==> src/rtl/dcp_pkg.sv <==
// Package of constants for the dual channel pulse width modulator.
// Behaviour
// [RULE1] One 8-bit prescaler and one 8-bit counter serve both channels, so both share one period.
// [RULE2] Each prescaler tick steps the shared counter through 0 to 254 and then back to 0.
// [RULE3] The prescaler divides its input by the reload value plus one, one tick per division.
// [RULE4] The prescaler input is the system clock halved, so a period is 2*(reload+1)*255 clocks.
// [RULE5] A channel output is low while its duty value is greater than the counter.
// [RULE6] A channel output is high while its duty value is equal to or less than the counter.
// [RULE7] The duty ratio is the 8-bit duty value over 255, from 0/255 to 255/255.
// [RULE8] Duty 00H keeps the output high and duty FFH keeps it low, as the counter never hits 255.
// [RULE9] A new duty value acts on the comparison at once, not at the end of the period.
// [RULE10] Reading the prescaler register returns the reload value, never the running count.
// [RULE11] The two outputs are dedicated pins with no other function shared onto them.
// [RULE12] Reset clears prescaler, counter, reload and both duty values, leaving outputs high.
package dcp_pkg;

  localparam int DCP_DW = 8;
  localparam int DCP_NCH = 2;
  localparam int DCP_AW = 12;

  // Register indices; the byte address on the bus is four times the index.
  localparam logic [7:0] DCP_IDX_DUTY0 = 8'hFC;
  localparam logic [7:0] DCP_IDX_DUTY1 = 8'hFD;
  localparam logic [7:0] DCP_IDX_RELOAD = 8'hFE;
  localparam logic [DCP_AW-1:0] DCP_ADDR_DUTY0 = {2'h0, DCP_IDX_DUTY0, 2'h0};
  localparam logic [DCP_AW-1:0] DCP_ADDR_DUTY1 = {2'h0, DCP_IDX_DUTY1, 2'h0};
  localparam logic [DCP_AW-1:0] DCP_ADDR_RELOAD = {2'h0, DCP_IDX_RELOAD, 2'h0};

  // The counter runs modulo 255, so its last value is 254.
  localparam logic [DCP_DW-1:0] DCP_CNT_LAST = 8'hFE;
  localparam logic [DCP_DW-1:0] DCP_RST_BYTE = 8'h00;
  localparam logic [31:0] DCP_RD_NONE = 32'h0000_0000;

  // Full period in system clocks for a given reload: 2 * (reload + 1) * 255.
  localparam int DCP_CLK_DIV = 2;
  localparam int DCP_CNT_MOD = 255;

endpackage : dcp_pkg

==> src/rtl/dcp_pwm.sv <==
// Dual channel pulse width modulator with an APB register slave.
//
// The APB slave port was chosen for this implementation.
`timescale 1ns/100ps

module dcp_pwm
  import dcp_pkg::*;
(
  input wire logic pclk,
  input wire logic presetn,
  input wire logic psel,
  input wire logic penable,
  input wire logic pwrite,
  input wire logic [DCP_AW-1:0] paddr,
  input wire logic [31:0] pwdata,
  output logic [31:0] prdata,
  output logic pready,
  output logic pslverr,
  output logic [DCP_NCH-1:0] duty_output
);

  ////////////////////////////////////////////////////////////////////////////
  // State.

  typedef struct packed {
    logic half;
    logic [DCP_DW-1:0] presc;
    logic [DCP_DW-1:0] cnt;
    logic [DCP_DW-1:0] reload;
    logic [DCP_NCH-1:0][DCP_DW-1:0] duty;
    logic [DCP_NCH-1:0] out;
    logic [31:0] rdata;
    logic ready;
    logic err;
  } dcp_state_t;

  dcp_state_t st_reg;
  dcp_state_t st_next;

  logic access;
  logic commit;
  logic hit_duty0;
  logic hit_duty1;
  logic hit_reload;
  logic mapped;
  logic tick;

  ////////////////////////////////////////////////////////////////////////////
  // Bus decode.

  // A request is answered one cycle into the access phase, and takes
  // effect on the edge where pready is seen high.
  assign access = psel && penable;
  assign commit = access && st_reg.ready;
  assign hit_duty0 = (paddr == DCP_ADDR_DUTY0);
  assign hit_duty1 = (paddr == DCP_ADDR_DUTY1);
  assign hit_reload = (paddr == DCP_ADDR_RELOAD);
  assign mapped = hit_duty0 || hit_duty1 || hit_reload;

  // The prescaler advances only on every second system clock.
  assign tick = st_reg.half && (st_reg.presc >= st_reg.reload); // RULE3 RULE4

  ////////////////////////////////////////////////////////////////////////////
  // Next state.

  always_comb begin
    st_next = st_reg;

    st_next.half = ~st_reg.half; // RULE4
    if (st_reg.half) begin
      // Lowering the reload below the running count wraps at once
      // instead of running up through 255.
      if (st_reg.presc >= st_reg.reload) begin
        st_next.presc = DCP_RST_BYTE; // RULE3
      end else begin
        st_next.presc = st_reg.presc + 8'h01; // RULE3
      end
    end

    // One shared counter keeps both channels on one period.
    if (tick) begin
      if (st_reg.cnt == DCP_CNT_LAST) begin
        st_next.cnt = DCP_RST_BYTE; // RULE1 RULE2
      end else begin
        st_next.cnt = st_reg.cnt + 8'h01; // RULE2
      end
    end

    if (access && !st_reg.ready) begin
      st_next.ready = 1'b1;
      st_next.err = !mapped;
      st_next.rdata = DCP_RD_NONE;
      if (!pwrite) begin
        if (hit_duty0) begin
          st_next.rdata = {24'h000000, st_reg.duty[0]};
        end else if (hit_duty1) begin
          st_next.rdata = {24'h000000, st_reg.duty[1]};
        end else if (hit_reload) begin
          st_next.rdata = {24'h000000, st_reg.reload}; // RULE10
        end
      end
    end else begin
      st_next.ready = 1'b0;
      st_next.err = 1'b0;
    end

    if (commit && pwrite) begin
      if (hit_duty0) begin
        st_next.duty[0] = pwdata[DCP_DW-1:0]; // RULE7
      end
      if (hit_duty1) begin
        st_next.duty[1] = pwdata[DCP_DW-1:0]; // RULE7
      end
      if (hit_reload) begin
        st_next.reload = pwdata[DCP_DW-1:0];
      end
    end

    // Comparing next values lets a fresh duty write show on the same edge.
    for (int ch = 0; ch < DCP_NCH; ch++) begin
      st_next.out[ch] = !(st_next.duty[ch] > st_next.cnt); // RULE5 RULE6 RULE8 RULE9
    end
  end

  ////////////////////////////////////////////////////////////////////////////
  // Registers.

  always_ff @(posedge pclk or negedge presetn) begin
    if (!presetn) begin
      st_reg.half <= 1'b0;
      st_reg.presc <= DCP_RST_BYTE; // RULE12
      st_reg.cnt <= DCP_RST_BYTE; // RULE12
      st_reg.reload <= DCP_RST_BYTE; // RULE12
      st_reg.duty <= '0; // RULE12
      st_reg.out <= '1; // RULE12
      st_reg.rdata <= DCP_RD_NONE;
      st_reg.ready <= 1'b0;
      st_reg.err <= 1'b0;
    end else begin
      st_reg <= st_next;
    end
  end

  // The pins carry the compare result only; nothing else is muxed onto them.
  assign duty_output = st_reg.out; // RULE11
  assign prdata = st_reg.rdata;
  assign pready = st_reg.ready;
  assign pslverr = st_reg.err;

  for (genvar g = 0; g < DCP_NCH; g++) begin : g_out_chk

  end
endmodule : dcp_pwm

==> config.mk <==
export PLATFORM = sky130hd
export DESIGN_NAME = dcp_pwm
export DESIGN_NICKNAME = d
export VERILOG_FILES = /design/src/rtl/dcp_pkg.sv /design/src/rtl/dcp_pwm.sv
export SDC_FILE = /design/constraint.sdc
export NUM_CORES = 1
export LEC_CHECK = 0
export BUFFER_PORTS_ARGS = -buffer_cell sky130_fd_sc_hd__buf_2
export CAP_MARGIN = 20
export CORE_ASPECT_RATIO = 0.8
export CORE_MARGIN = 5
export CORE_UTILIZATION = 50
export DETAILED_ROUTE_END_ITERATION = 8
export PLACE_DENSITY = 0.76
export SYNTH_ARGS = -nofsm -noshare
export SYNTH_HDL_FRONTEND = slang
export SYNTH_SLANG_ARGS = --single-unit
export TNS_END_PERCENT = 50
==> constraint.sdc <==
create_clock -name pclk -period 7.9 [get_ports pclk]
set_input_delay 1.185 -clock pclk [delete_from_list [all_inputs] [get_ports pclk]]
set_output_delay 1.185 -clock pclk [all_outputs]
set_load 0.05 [all_outputs]
==> impl_metrics.tcl, run 1 <==
set metrics [dict create \
    cpLargestDelayFamily "simple AND/OR/NAND/NOR gates" \
    finalWirelength_mm 7.08 \
    antenna_cells 0 \
    clock_sinks 53 \
    clkLatencyLatePin_ps 300 \
    grt_pass1_vias 2403 \
    async_reset_ff_share_pct 100 \
    fillers 568 \
    hold_class "reg -> reg" \
    final_antenna_net_count 0 \
    core_area_um2 6440 \
    grt_first_pass_wirelength_mm 12.0 \
    synthCells 337 \
    synth.top_cell.area_share_pct 38.2 \
    synth_area_um2 3340 \
    p_int_w 0.000358 \
    ys_ff_latch 53 \
    rsz0062_at_grt "false" \
    tns_ps 0 \
    finish.instance_area_um2 3530 \
    avgViaCountPerCell 5.27 \
    finalSetupViolCount 0 \
    critPathBufInv 1 \
    synthSimpleGateAreaFrac_pct 16.0 \
    cp-end-kind "register" \
    drt-initial-drc-count 127 \
    p_per_area_nw_per_um2 137 \
    synth_edf_count 0 \
    period_minus_slack_ps 3760 \
    vias 2367 \
    antenna_found_initial 0 \
    power_w 0.000484 \
    largest_reg_flops 41 \
    ys_warn_count 0 \
    post-route-period-util_pct 47.6 \
    portBuffers 36 \
    cp_slowest_cell "nor4_4" \
    p_seq_share_pct 56.2 \
    post-cts-setup-buffers 0 \
    max_stage_delay_ps 660 \
    hold_viol_final 0 \
    p_comb_share_pct 9.8 \
    hpwlAfterDp_mm 5.58 \
    grt_usage_pct 17.7 \
    overflow 0 \
    ys_seq_area_share_pct 39.8 \
    synth-main-ff-cell "dfrtp_1" \
    relSlewSlack_pct 54.6 \
    drcViolationCount 0 \
    die_area_um2 8430 \
    status "complete, no violations" \
    syn_to_final_growth_pct 5.81 \
    num_io_pins 85 \
    worstMarginPinSlew_ps 675 \
    grt_max_degree 54 \
    synth_compound_area_share_pct 15.6 \
    numCtsBuffers 5 \
    synth.area.mux_share_pct 5.96 \
    dieWidth_um 101 \
    ys_types 59 \
    peakVddDrop_v 0.0000675 \
    post_cts_hold_buffer_count 0 \
    yosys-top-cells-count "dfrtp_1, buf_4, nand2_1, ha_1, o21ai_0" \
    start_util_pct 51.9 \
    synth_xor_area_share_pct 1.57 \
    clk_path_buf_depth 2 \
    detail_route.first_pass.iterations 4 \
    synthAdderAreaFrac_pct 9.66 \
    maxSlewViolCount 0 \
    multi_input_area_um2 1720 \
    gp_congestion 0.850 \
    p_leak_nw 1.80 \
    cts_resized 0 \
    regArea_um2 1330 \
    layout-drive-gt1-share_pct 20.8 \
    yosysMostFrequentCell "dfrtp_1" \
    die_h_um 83.1 \
    start_kind "input port" \
    nets 438 \
    avgSynthCellArea_um2 9.91 \
    synth_top_family_by_area "simple AND/OR/NAND/NOR gates" \
    fin_skew_ps 10.1 \
    clock-root-buffer "clkbuf_8" \
    power_frac_clock_pct 34.0 \
    placed_area_um2 3430 \
    h-tree-depth 2 \
    wl_per_cell_um 15.8 \
    required_ps 8130 \
    switching_share_pct 26.0 \
    rows 26 \
    cts_tree "done" \
    yosysTopAreaCell "dfrtp_1" \
    cp_data_arrival_time_ps 4000 \
    max_freq_mhz 266 \
    p_switching_w 0.000126 \
    critPathKind "in -> reg" \
    path_max_fanout 9 \
    cp_cell_sequence "buf_2 -> nand4_1 -> nor4_4 -> mux2_2 -> ha_1 -> a21oi_1 -> o21ai_0 -> or2_2 -> o221ai_1 -> mux2i_1 -> nor3_1" \
    maxCapViolCount 0 \
    synthTopCellsByArea "dfrtp_1, ha_1, buf_4, mux2_2, o21ai_0" \
    clk_pin_slew_ps 100 \
]
==> logic make-up (layout without fill, tap and decap cells) <==
| family | Yosys count | in the layout |
|---|---|---|
| flip-flops | 53 | 53 |
| XOR/XNOR | 6 | 6 |
| multiplexers | 18 | 18 |
| AND/OR/NAND/NOR | 99 | 99 |
| other | 1 | 24 |
| buffers and inverters | 63 | 68 |
| adder cells (fa/ha/maj) | 26 | 26 |
| AO/OA/AOI/OAI | 71 | 71 |
==> tightest hold or removal path: stages (launching register included) <==
cell and delay [ps]:
dfrtp_1 350, nand2_1 50, o41ai_1 50
==> worst paths after layout <==
path	startpoint	end	slack, ps	depth (start not counted)
setup / recovery	pwrite	duty_output[0]$_DFF_PN1_	4140	11
hold / removal	prdata[4]$_DFFE_PN0P_	prdata[4]$_DFFE_PN0P_	480	2
setup reg to reg	st_reg[68]$_DFFE_PN0P_	duty_output[0]$_DFF_PN1_	4150	15
hold reg to reg	prdata[4]$_DFFE_PN0P_	prdata[4]$_DFFE_PN0P_	480	2
max in group asynchronous	presetn	st_reg[45]$_DFF_PN0_	6460	2
min in group asynchronous	presetn	st_reg[46]$_DFF_PN0_	990	2
==> through the flow <==
step	hold slack (ps)	worst slack [ps]	utilization [%]	cells
finish	480	4140	54.9	449
global route	512	3830	54.9	449
floorplan	444	4200	-	360
global placement	456	3850	53.3	441
CTS	486	4140	54.9	449
detailed placement	466	3810	53.3	441
==> layer usage <==
metal / up-vias / wire length, um / GRT usage, %
li1: 1186 / - / -
met2: 67 / 3240 / 26.5
met5: - / 0 / 0
met4: 0 / 116 / 4.83
met3: 10 / 459 / 4.44
met1: 1104 / 3260 / 25.4
==> layout make-up <==
| class | count | area share, % |
|---|---|---|
| clock buffer | 7 | 2.73 |
| clock inverter | 1 | 0.142 |
| inverter | 22 | 2.34 |
| multi-input combinational | 244 | 48.7 |
| sequential | 53 | 37.6 |
| tap | 84 | 2.97 |
| timing repair buffer | 38 | 5.52 |
==> cell usage in the layout (no fill, tap or decap), types with 4 or more instances in the layout <==
cell type  Yosys  final
dfrtp_1       51     51
buf_2          1     36
nand2_1       28     28
o21ai_0       25     25
ha_1          25     25
conb_1         1     24
inv_1         22     22
nor2_1        20     20
mux2_2        15     15
nand3_1       11     11
nand2b_1      10     10
o31ai_1        8      8
a21oi_1        7      7
a22o_1         7      7
clkbuf_8       0      7
nor3_1         6      6
nand4_1        4      4
xnor2_1        4      4
==> power by group through the flow <==
stage	registers, W	logic (W)	clock network [W]
after global placement	0.000277	0.0000468	0
after floorplan	0.000279	0.0000395	0
final	0.000272	0.0000472	0.000164
after global routing	0.000272	0.0000510	0.000180
after detailed placement	0.000277	0.0000473	0
after CTS	0.000272	0.0000474	0.000170
(Power assumes the default switching activity.)
==> run 2, diff against run 1 <==
--- a/config.mk
+++ b/config.mk
@@ -5,13 +5,14 @@
 export SDC_FILE = /design/constraint.sdc
 export NUM_CORES = 1
 export LEC_CHECK = 0
+export ABC_AREA = 1
 export BUFFER_PORTS_ARGS = -buffer_cell sky130_fd_sc_hd__buf_2
 export CAP_MARGIN = 20
 export CORE_ASPECT_RATIO = 0.8
 export CORE_MARGIN = 5
-export CORE_UTILIZATION = 50
+export CORE_UTILIZATION = 49
 export DETAILED_ROUTE_END_ITERATION = 8
-export PLACE_DENSITY = 0.76
+export PLACE_DENSITY = 0.77
 export SYNTH_ARGS = -nofsm -noshare
 export SYNTH_HDL_FRONTEND = slang
 export SYNTH_SLANG_ARGS = --single-unit
==> constraint.sdc (replaced) <==
create_clock -name pclk -period 3.1 [get_ports pclk]
set_input_delay 0.465 -clock pclk [delete_from_list [all_inputs] [get_ports pclk]]
set_output_delay 0.465 -clock pclk [all_outputs]
set_load 0.05 [all_outputs]
==> run 2 against run 1 <==
  * Combinational power rose to 8.1 times the previous value
  * Sequential share of layout area fell by 2.3 points
  * Global-route usage fell by 0.36 points
  * Sequential power rose to 2.7 times the previous value
  * Cell count rose by 23%
  * Count of clock-buffer cells in the layout fell by 1
  * First-iteration DRC count rose by 27%
  * Sequential cell count did not move
  * Wire length rose by 8.0%
  * Die area rose by 5.8%
  * Via count rose by 18%
  * Critical path type is now reg -> reg
  * Largest power group unchanged
==> impl_metrics.tcl, run 2 <==
set metrics [dict create \
    status "complete, no violations" \
    worstMarginPinSlew_ps 667 \
    switching_share_pct 34.7 \
    layout-drive-gt1-share_pct 21.6 \
    final_common_cell "nand2_1" \
    p_seq_share_pct 48.7 \
    drt-initial-drc-count 161 \
    async_reset_ff_share_pct 100 \
    avgViaCountPerCell 5.05 \
    finalWirelength_mm 7.64 \
    peakVddDrop_v 0.000371 \
    hpwlAfterDp_mm 6.06 \
    layout_common_cells "nand2_1, inv_1, dfrtp_1" \
    yosys-top-cells-count "nand2_1, inv_1, dfrtp_1, buf_4, o21ai_0" \
    p_comb_share_pct 25.1 \
    grt_pass1_vias 2654 \
    path_max_fanout 10 \
    regArea_um2 1330 \
    core_area_um2 6890 \
    gp_congestion 0.868 \
    ys_ff_latch 53 \
    multi_input_area_um2 1690 \
    numCtsBuffers 5 \
    relSlewSlack_pct 55.6 \
    required_ps 3360 \
    clock_sinks 53 \
    fin_util_pct 54.7 \
    setup_ws_ps 269 \
    p_int_w 0.000991 \
    p_per_area_nw_per_um2 403 \
    finish.instance_area_um2 3770 \
    overflow 0 \
    clk_pin_slew_ps 100 \
    hold_class "in -> async" \
    grt_max_degree 31 \
    ys_seq_area_share_pct 38.1 \
    hold_viol_final 0 \
    final_antenna_net_count 0 \
    synthTopCellsByArea "dfrtp_1, nand2_1, ha_1, buf_4, inv_1" \
    avgSynthCellArea_um2 8.06 \
    num_io_pins 85 \
    critPathKind "reg -> reg" \
    grt_first_pass_wirelength_mm 12.6 \
    power_frac_clock_pct 26.2 \
    fillers 619 \
    cp_data_arrival_time_ps 3090 \
    cp-end-kind "register" \
    finalSetupViolCount 0 \
    p_switching_w 0.000528 \
    synth-main-ff-cell "dfrtp_1" \
    yosysTopAreaCell "dfrtp_1" \
    die_h_um 85.5 \
    h-tree-depth 2 \
    synthCells 433 \
    wl_per_cell_um 13.8 \
    max_freq_mhz 353 \
    yosysMostFrequentCell "nand2_1" \
    maxSlewViolCount 0 \
    cts_tree "done" \
    portBuffers 36 \
    post-route-period-util_pct 91.3 \
    fin_skew_ps 17.6 \
    start_util_pct 50.6 \
    dieWidth_um 104 \
    pre_cts_ws_ps 158 \
    clk_path_buf_depth 2 \
    start_kind "register" \
    syn_to_final_growth_pct 8.11 \
    die_area_um2 8920 \
    stdcell_count 554 \
    drcViolationCount 0 \
    post-place-cells 539 \
    detail_route.first_pass.iterations 4 \
    ys_warn_count 0 \
    placed_area_um2 3580 \
    clkLatencyLatePin_ps 320 \
    synth.top_cell.area_share_pct 36.6 \
    maxCapViolCount 0 \
    nets 540 \
    largest_reg_flops 41 \
    antenna_cells 0 \
    period_minus_slack_ps 2830 \
    clock-root-buffer "clkbuf_8" \
    synth_edf_count 0 \
    rows 27 \
    antenna_found_initial 0 \
    p_leak_nw 1.95 \
    vias 2797 \
    grt_usage_pct 17.4 \
    synth_area_um2 3490 \
    post_cts_hold_buffer_count 0 \
    ys_types 41 \
]
## run 2: cell count changes in the layout (fill, tap and decap cells not counted), moves of 9 or more
cell / delta
nand2b_1: -10
inv_1: +48
o21ai_1: +13
nand2_1: +57
inv_2: +9
mux2_2: -15
## run 2: power groups by stage
stage               Sequential (W)  Clock [W]  Combinational (W)
finish                    0.000740   0.000398           0.000382
global route              0.000744   0.000436           0.000426
CTS                       0.000738   0.000411           0.000363
detailed placement        0.000752          0           0.000361
floorplan                 0.000754          0           0.000295
global placement          0.000751          0           0.000344
## run 2: routing by layer
metal / wire (um) / vias up / part of all wire, % / track usage (%)
met3: 410 / 15 / 5.4 / 3.04
met1: 3540 / 1306 / 46 / 24.3
met5: 0 / - / 0 / 0
met4: 132 / 0 / 1.7 / 6.00
li1: - / 1401 / - / -
met2: 3560 / 75 / 47 / 27.2
## run 2: layout make-up
| cell class | count | share of cell area [%] |
|---|---|---|
| sequential | 53 | 35.3 |
| multi-input combinational | 280 | 44.8 |
| timing repair buffer | 45 | 6.57 |
| inverter | 81 | 8.20 |
| clock inverter | 2 | 0.365 |
| tap | 87 | 2.89 |
| clock buffer | 6 | 1.92 |
## run 2: worst paths after layout
check	slack (ps)	to	cells past startpoint	from
hold reg to reg	470	pready$_DFF_PN0_	1	pready$_DFF_PN0_
max in group asynchronous	2150	st_reg[49]$_DFF_PN0_	2	presetn
setup reg to reg	270	duty_output[0]$_DFF_PN1_	20	st_reg[71]$_DFFE_PN0P_
setup / recovery	270	duty_output[0]$_DFF_PN1_	20	st_reg[71]$_DFFE_PN0P_
hold / removal	170	prdata[7]$_DFFE_PN0P_	1	presetn
min in group pclk	350	prdata[0]$_DFFE_PN0P_	2	pwrite
## run 2: worst max-delay path: stages (launching register included)
cell and delay, ps:
dfrtp_2 440, ha_1 290, nand2_1 80, nor2_2 100, nor2_1 40, nand2_1 50, nand2_1 90, nand2_4 120
nand2_8 100, nor2_2 100, nand2_1 80, o21ai_1 120, inv_1 80, nor3_4 190, inv_2 60, ha_1 320
a21oi_2 150, nor2_1 60, a211oi_2 160, nand2_1 70, nand2_1 70
## run 2: cell families (layout without fill, tap and decap cells)
kind of cell / count (synthesis) / count (layout) / share of synthesized area (%)
adder cells (fa/ha/maj): 25 / 25 / 8.97
flip-flops: 53 / 53 / 38.1
buffers and inverters: 123 / 134 / 17.2
XOR/XNOR: 4 / 4 / 1.00
AND/OR/NAND/NOR: 156 / 156 / 22.1
AO/OA/AOI/OAI: 71 / 71 / 12.5
other: 1 / 24 / 0.108
## run 2: per-stage QoR
stage	hold WS (ps)	total power [W]	setup TNS (ps)
after floorplan	169	0.00105	0
final	173	0.00152	0
after CTS	195	0.00151	0
after detailed placement	453	0.00111	0
after global placement	440	0.00110	0
after global routing	228	0.00161	-3.74
## run 2: timing repair
| action | 4_1_cts | 5_1_grt |
|---|---|---|
| endpoints found under the hold margin | 0 | 0 |
| setup endpoints to repair | 0 | 2 |
| setup buffers | 0 | 7 |
| resized for setup | 0 | 14 |
==> run 3, diff against run 2 <==
--- a/config.mk
+++ b/config.mk
@@ -5,14 +5,14 @@
 export SDC_FILE = /design/constraint.sdc
 export NUM_CORES = 1
 export LEC_CHECK = 0
-export ABC_AREA = 1
+export ABC_CLOCK_PERIOD_IN_PS = 3100
 export BUFFER_PORTS_ARGS = -buffer_cell sky130_fd_sc_hd__buf_2
 export CAP_MARGIN = 20
 export CORE_ASPECT_RATIO = 0.8
 export CORE_MARGIN = 5
-export CORE_UTILIZATION = 49
+export CORE_UTILIZATION = 48
 export DETAILED_ROUTE_END_ITERATION = 8
-export PLACE_DENSITY = 0.77
+export PLACE_DENSITY = 0.76
 export SYNTH_ARGS = -nofsm -noshare
 export SYNTH_HDL_FRONTEND = slang
 export SYNTH_SLANG_ARGS = --single-unit
==> run 3 against run 2 <==
  * The flow now finishes with violations (negative setup slack)
  * Critical path depth fell by 5
  * Critical path type unchanged
  * Utilization is 1.1 points higher
  * Sequential cell count did not move
  * Sequential share of layout area decreased by 0.40 points
  * Sequential power is 6.4% lower
  * Wire length about the same
  * Register-to-register slack lost 440 ps
  * Global-route usage grew 0.84 points
  * Clock power decreased by 4%
  * Maximum frequency is 13% lower
  * Setup slack worse by 440 ps
  * Count of clock-buffer cells in the layout is the same
==> impl_metrics.tcl, run 3 (synthesized netlist as in run 1, its figures left out) <==
set metrics [dict create \
    grt_usage_pct 18.2 \
    rsz0062_at_grt "true" \
    p_int_w 0.000867 \
    peakVddDrop_v 0.000156 \
    cp_data_arrival_time_ps 3510 \
    vias 2553 \
    relSlewSlack_pct 57.0 \
    layout_common_cells "dfrtp_1, buf_2, buf_4" \
    period_minus_slack_ps 3270 \
    path_max_fanout 5 \
    antenna_cells 0 \
    nets 466 \
    critPathBufInv 1 \
    numCtsBuffers 5 \
    num_io_pins 85 \
    finalWirelength_mm 7.64 \
    grt_pass1_vias 2455 \
    p_comb_share_pct 10.1 \
    pre_cts_ws_ps -156 \
    portBuffers 36 \
    start_util_pct 49.0 \
    final_common_cell "dfrtp_1" \
    p_per_area_nw_per_um2 314 \
    fillers 623 \
    setup_ws_ps -171 \
    grt_max_degree 28 \
    p_leak_nw 1.94 \
    final_antenna_net_count 0 \
    layout-drive-gt1-share_pct 28.8 \
    antenna_found_initial 0 \
    die_h_um 84.6 \
    critPathKind "reg -> reg" \
    cp-end-kind "register" \
    power_frac_clock_pct 31.9 \
    power_w 0.00120 \
    h-tree-depth 2 \
    clock_sinks 53 \
    required_ps 3340 \
    clock-root-buffer "clkbuf_8" \
    p_switching_w 0.000328 \
    cp_cell_sequence "inv_1 -> ha_1 -> nand2b_4 -> a2111o_1 -> a32oi_4 -> nor3_2 -> xnor2_1 -> or2_4 -> ha_4 -> nand4_1 -> nor2_2 -> a21oi_2 -> a211o_1 -> mux2i_1 -> nor3_1" \
    cpLargestDelayFamily "compound AO/OA/AOI/OAI gates" \
    core_area_um2 6820 \
    maxCapViolCount 0 \
    tns_ps -307 \
    grt_first_pass_wirelength_mm 12.3 \
    start_kind "register" \
    clk_pin_slew_ps 100 \
    cts_tree "done" \
    fin_skew_ps 7.78 \
    wl_per_cell_um 15.9 \
    dieWidth_um 103 \
    largest_reg_flops 41 \
    hpwlAfterDp_mm 5.83 \
    finalSetupViolCount 2 \
    avgViaCountPerCell 5.32 \
    switching_share_pct 27.5 \
    die_area_um2 8740 \
    max_stage_delay_ps 400 \
    gp_congestion 0.880 \
    drt-initial-drc-count 134 \
    status "finished, violations left" \
    post-route-period-util_pct 106 \
    hold_viol_final 0 \
    syn_to_final_growth_pct 14.0 \
    violations "negative setup slack" \
    p_seq_share_pct 58.0 \
    clk_path_buf_depth 2 \
    drcViolationCount 0 \
    max_freq_mhz 306 \
    detail_route.first_pass.iterations 4 \
    overflow 0 \
    worstMarginPinSlew_ps 644 \
    clkLatencyLatePin_ps 310 \
    maxSlewViolCount 0 \
    rows 27 \
    post_cts_hold_buffer_count 0 \
    cp_slowest_cell "a2111o_1" \
    hold_class "in -> async" \
]
-- run 3: changes by cell type in the layout (fill, tap and decap cells not counted), moves of 6 or more --
cell / change
nand2_1: -57
buf_4: +20
o31ai_1: +7
nand2b_1: +10
o21ai_1: -12
a32o_1: -7
nand2_2: -8
nand3_1: +6
inv_1: -48
a22o_1: +7
mux2_2: +15
inv_2: -9
-- run 3: final timing paths --
kind                            cells after the start                    from  slack [ps]                  endpoint
worst max-delay path                               15  st_reg[68]$_DFFE_PN0P_        -170  duty_output[0]$_DFF_PN1_
worst min-delay path                                1                 presetn         180    st_reg[72]$_DFFE_PN0P_
worst max register to register                     15  st_reg[68]$_DFFE_PN0P_        -170  duty_output[0]$_DFF_PN1_
worst min register to register                      2   prdata[1]$_DFFE_PN0P_         480     prdata[1]$_DFFE_PN0P_
max in group asynchronous                           2                 presetn        2130    st_reg[59]$_DFFE_PN0P_
min in group pclk                                   3               pwdata[1]         390    st_reg[53]$_DFFE_PN0P_
-- run 3: per-stage QoR --
| stage | utilization, % | std cells | hold WS (ps) | instance area (um2) |
|---|---|---|---|---|
| final | 55.8 | 480 | 175 | 3810 |
| after global routing | 55.8 | 480 | 208 | 3810 |
| after CTS | 55.5 | 478 | 185 | 3790 |
| after detailed placement | 53.6 | 468 | 465 | 3660 |
| after global placement | 53.6 | 468 | 456 | 3660 |
| after floorplan | - | 360 | 169 | 3470 |
-- run 3: timing repair --
item / in CTS / in global routing
pin swaps: 11 / 5
gates resized for setup: 7 / 1
setup endpoints to repair: 2 / 2
setup buffers: 2 / 2
-- run 3: power groups by stage --
stage | Combinational [W] | Sequential, W | Clock (W)
final | 0.000121 | 0.000693 | 0.000381
after global routing | 0.000130 | 0.000694 | 0.000418
after global placement | 0.000120 | 0.000707 | 0
after detailed placement | 0.000122 | 0.000707 | 0
after CTS | 0.000122 | 0.000693 | 0.000386
after floorplan | 0.000101 | 0.000712 | 0
-- run 3: metal layers --
| layer | up-vias | GRT usage (%) | share of wire (%) |
|---|---|---|---|
| li1 | 1248 | - | - |
| met1 | 1231 | 26.3 | 45 |
| met2 | 62 | 27.3 | 47 |
| met3 | 12 | 3.41 | 5.7 |
| met4 | 0 | 6.35 | 2.2 |
| met5 | - | 0 | 0 |
-- run 3: cell type report --
class	instances	area (um2)	share of cell area (%)
clock buffer	6	72.6	1.91
inverter	22	82.6	2.17
multi-input combinational	244	1800	47.2
clock inverter	2	10.0	0.263
timing repair buffer	66	409	10.7
sequential	53	1330	34.9
tap	87	109	2.86
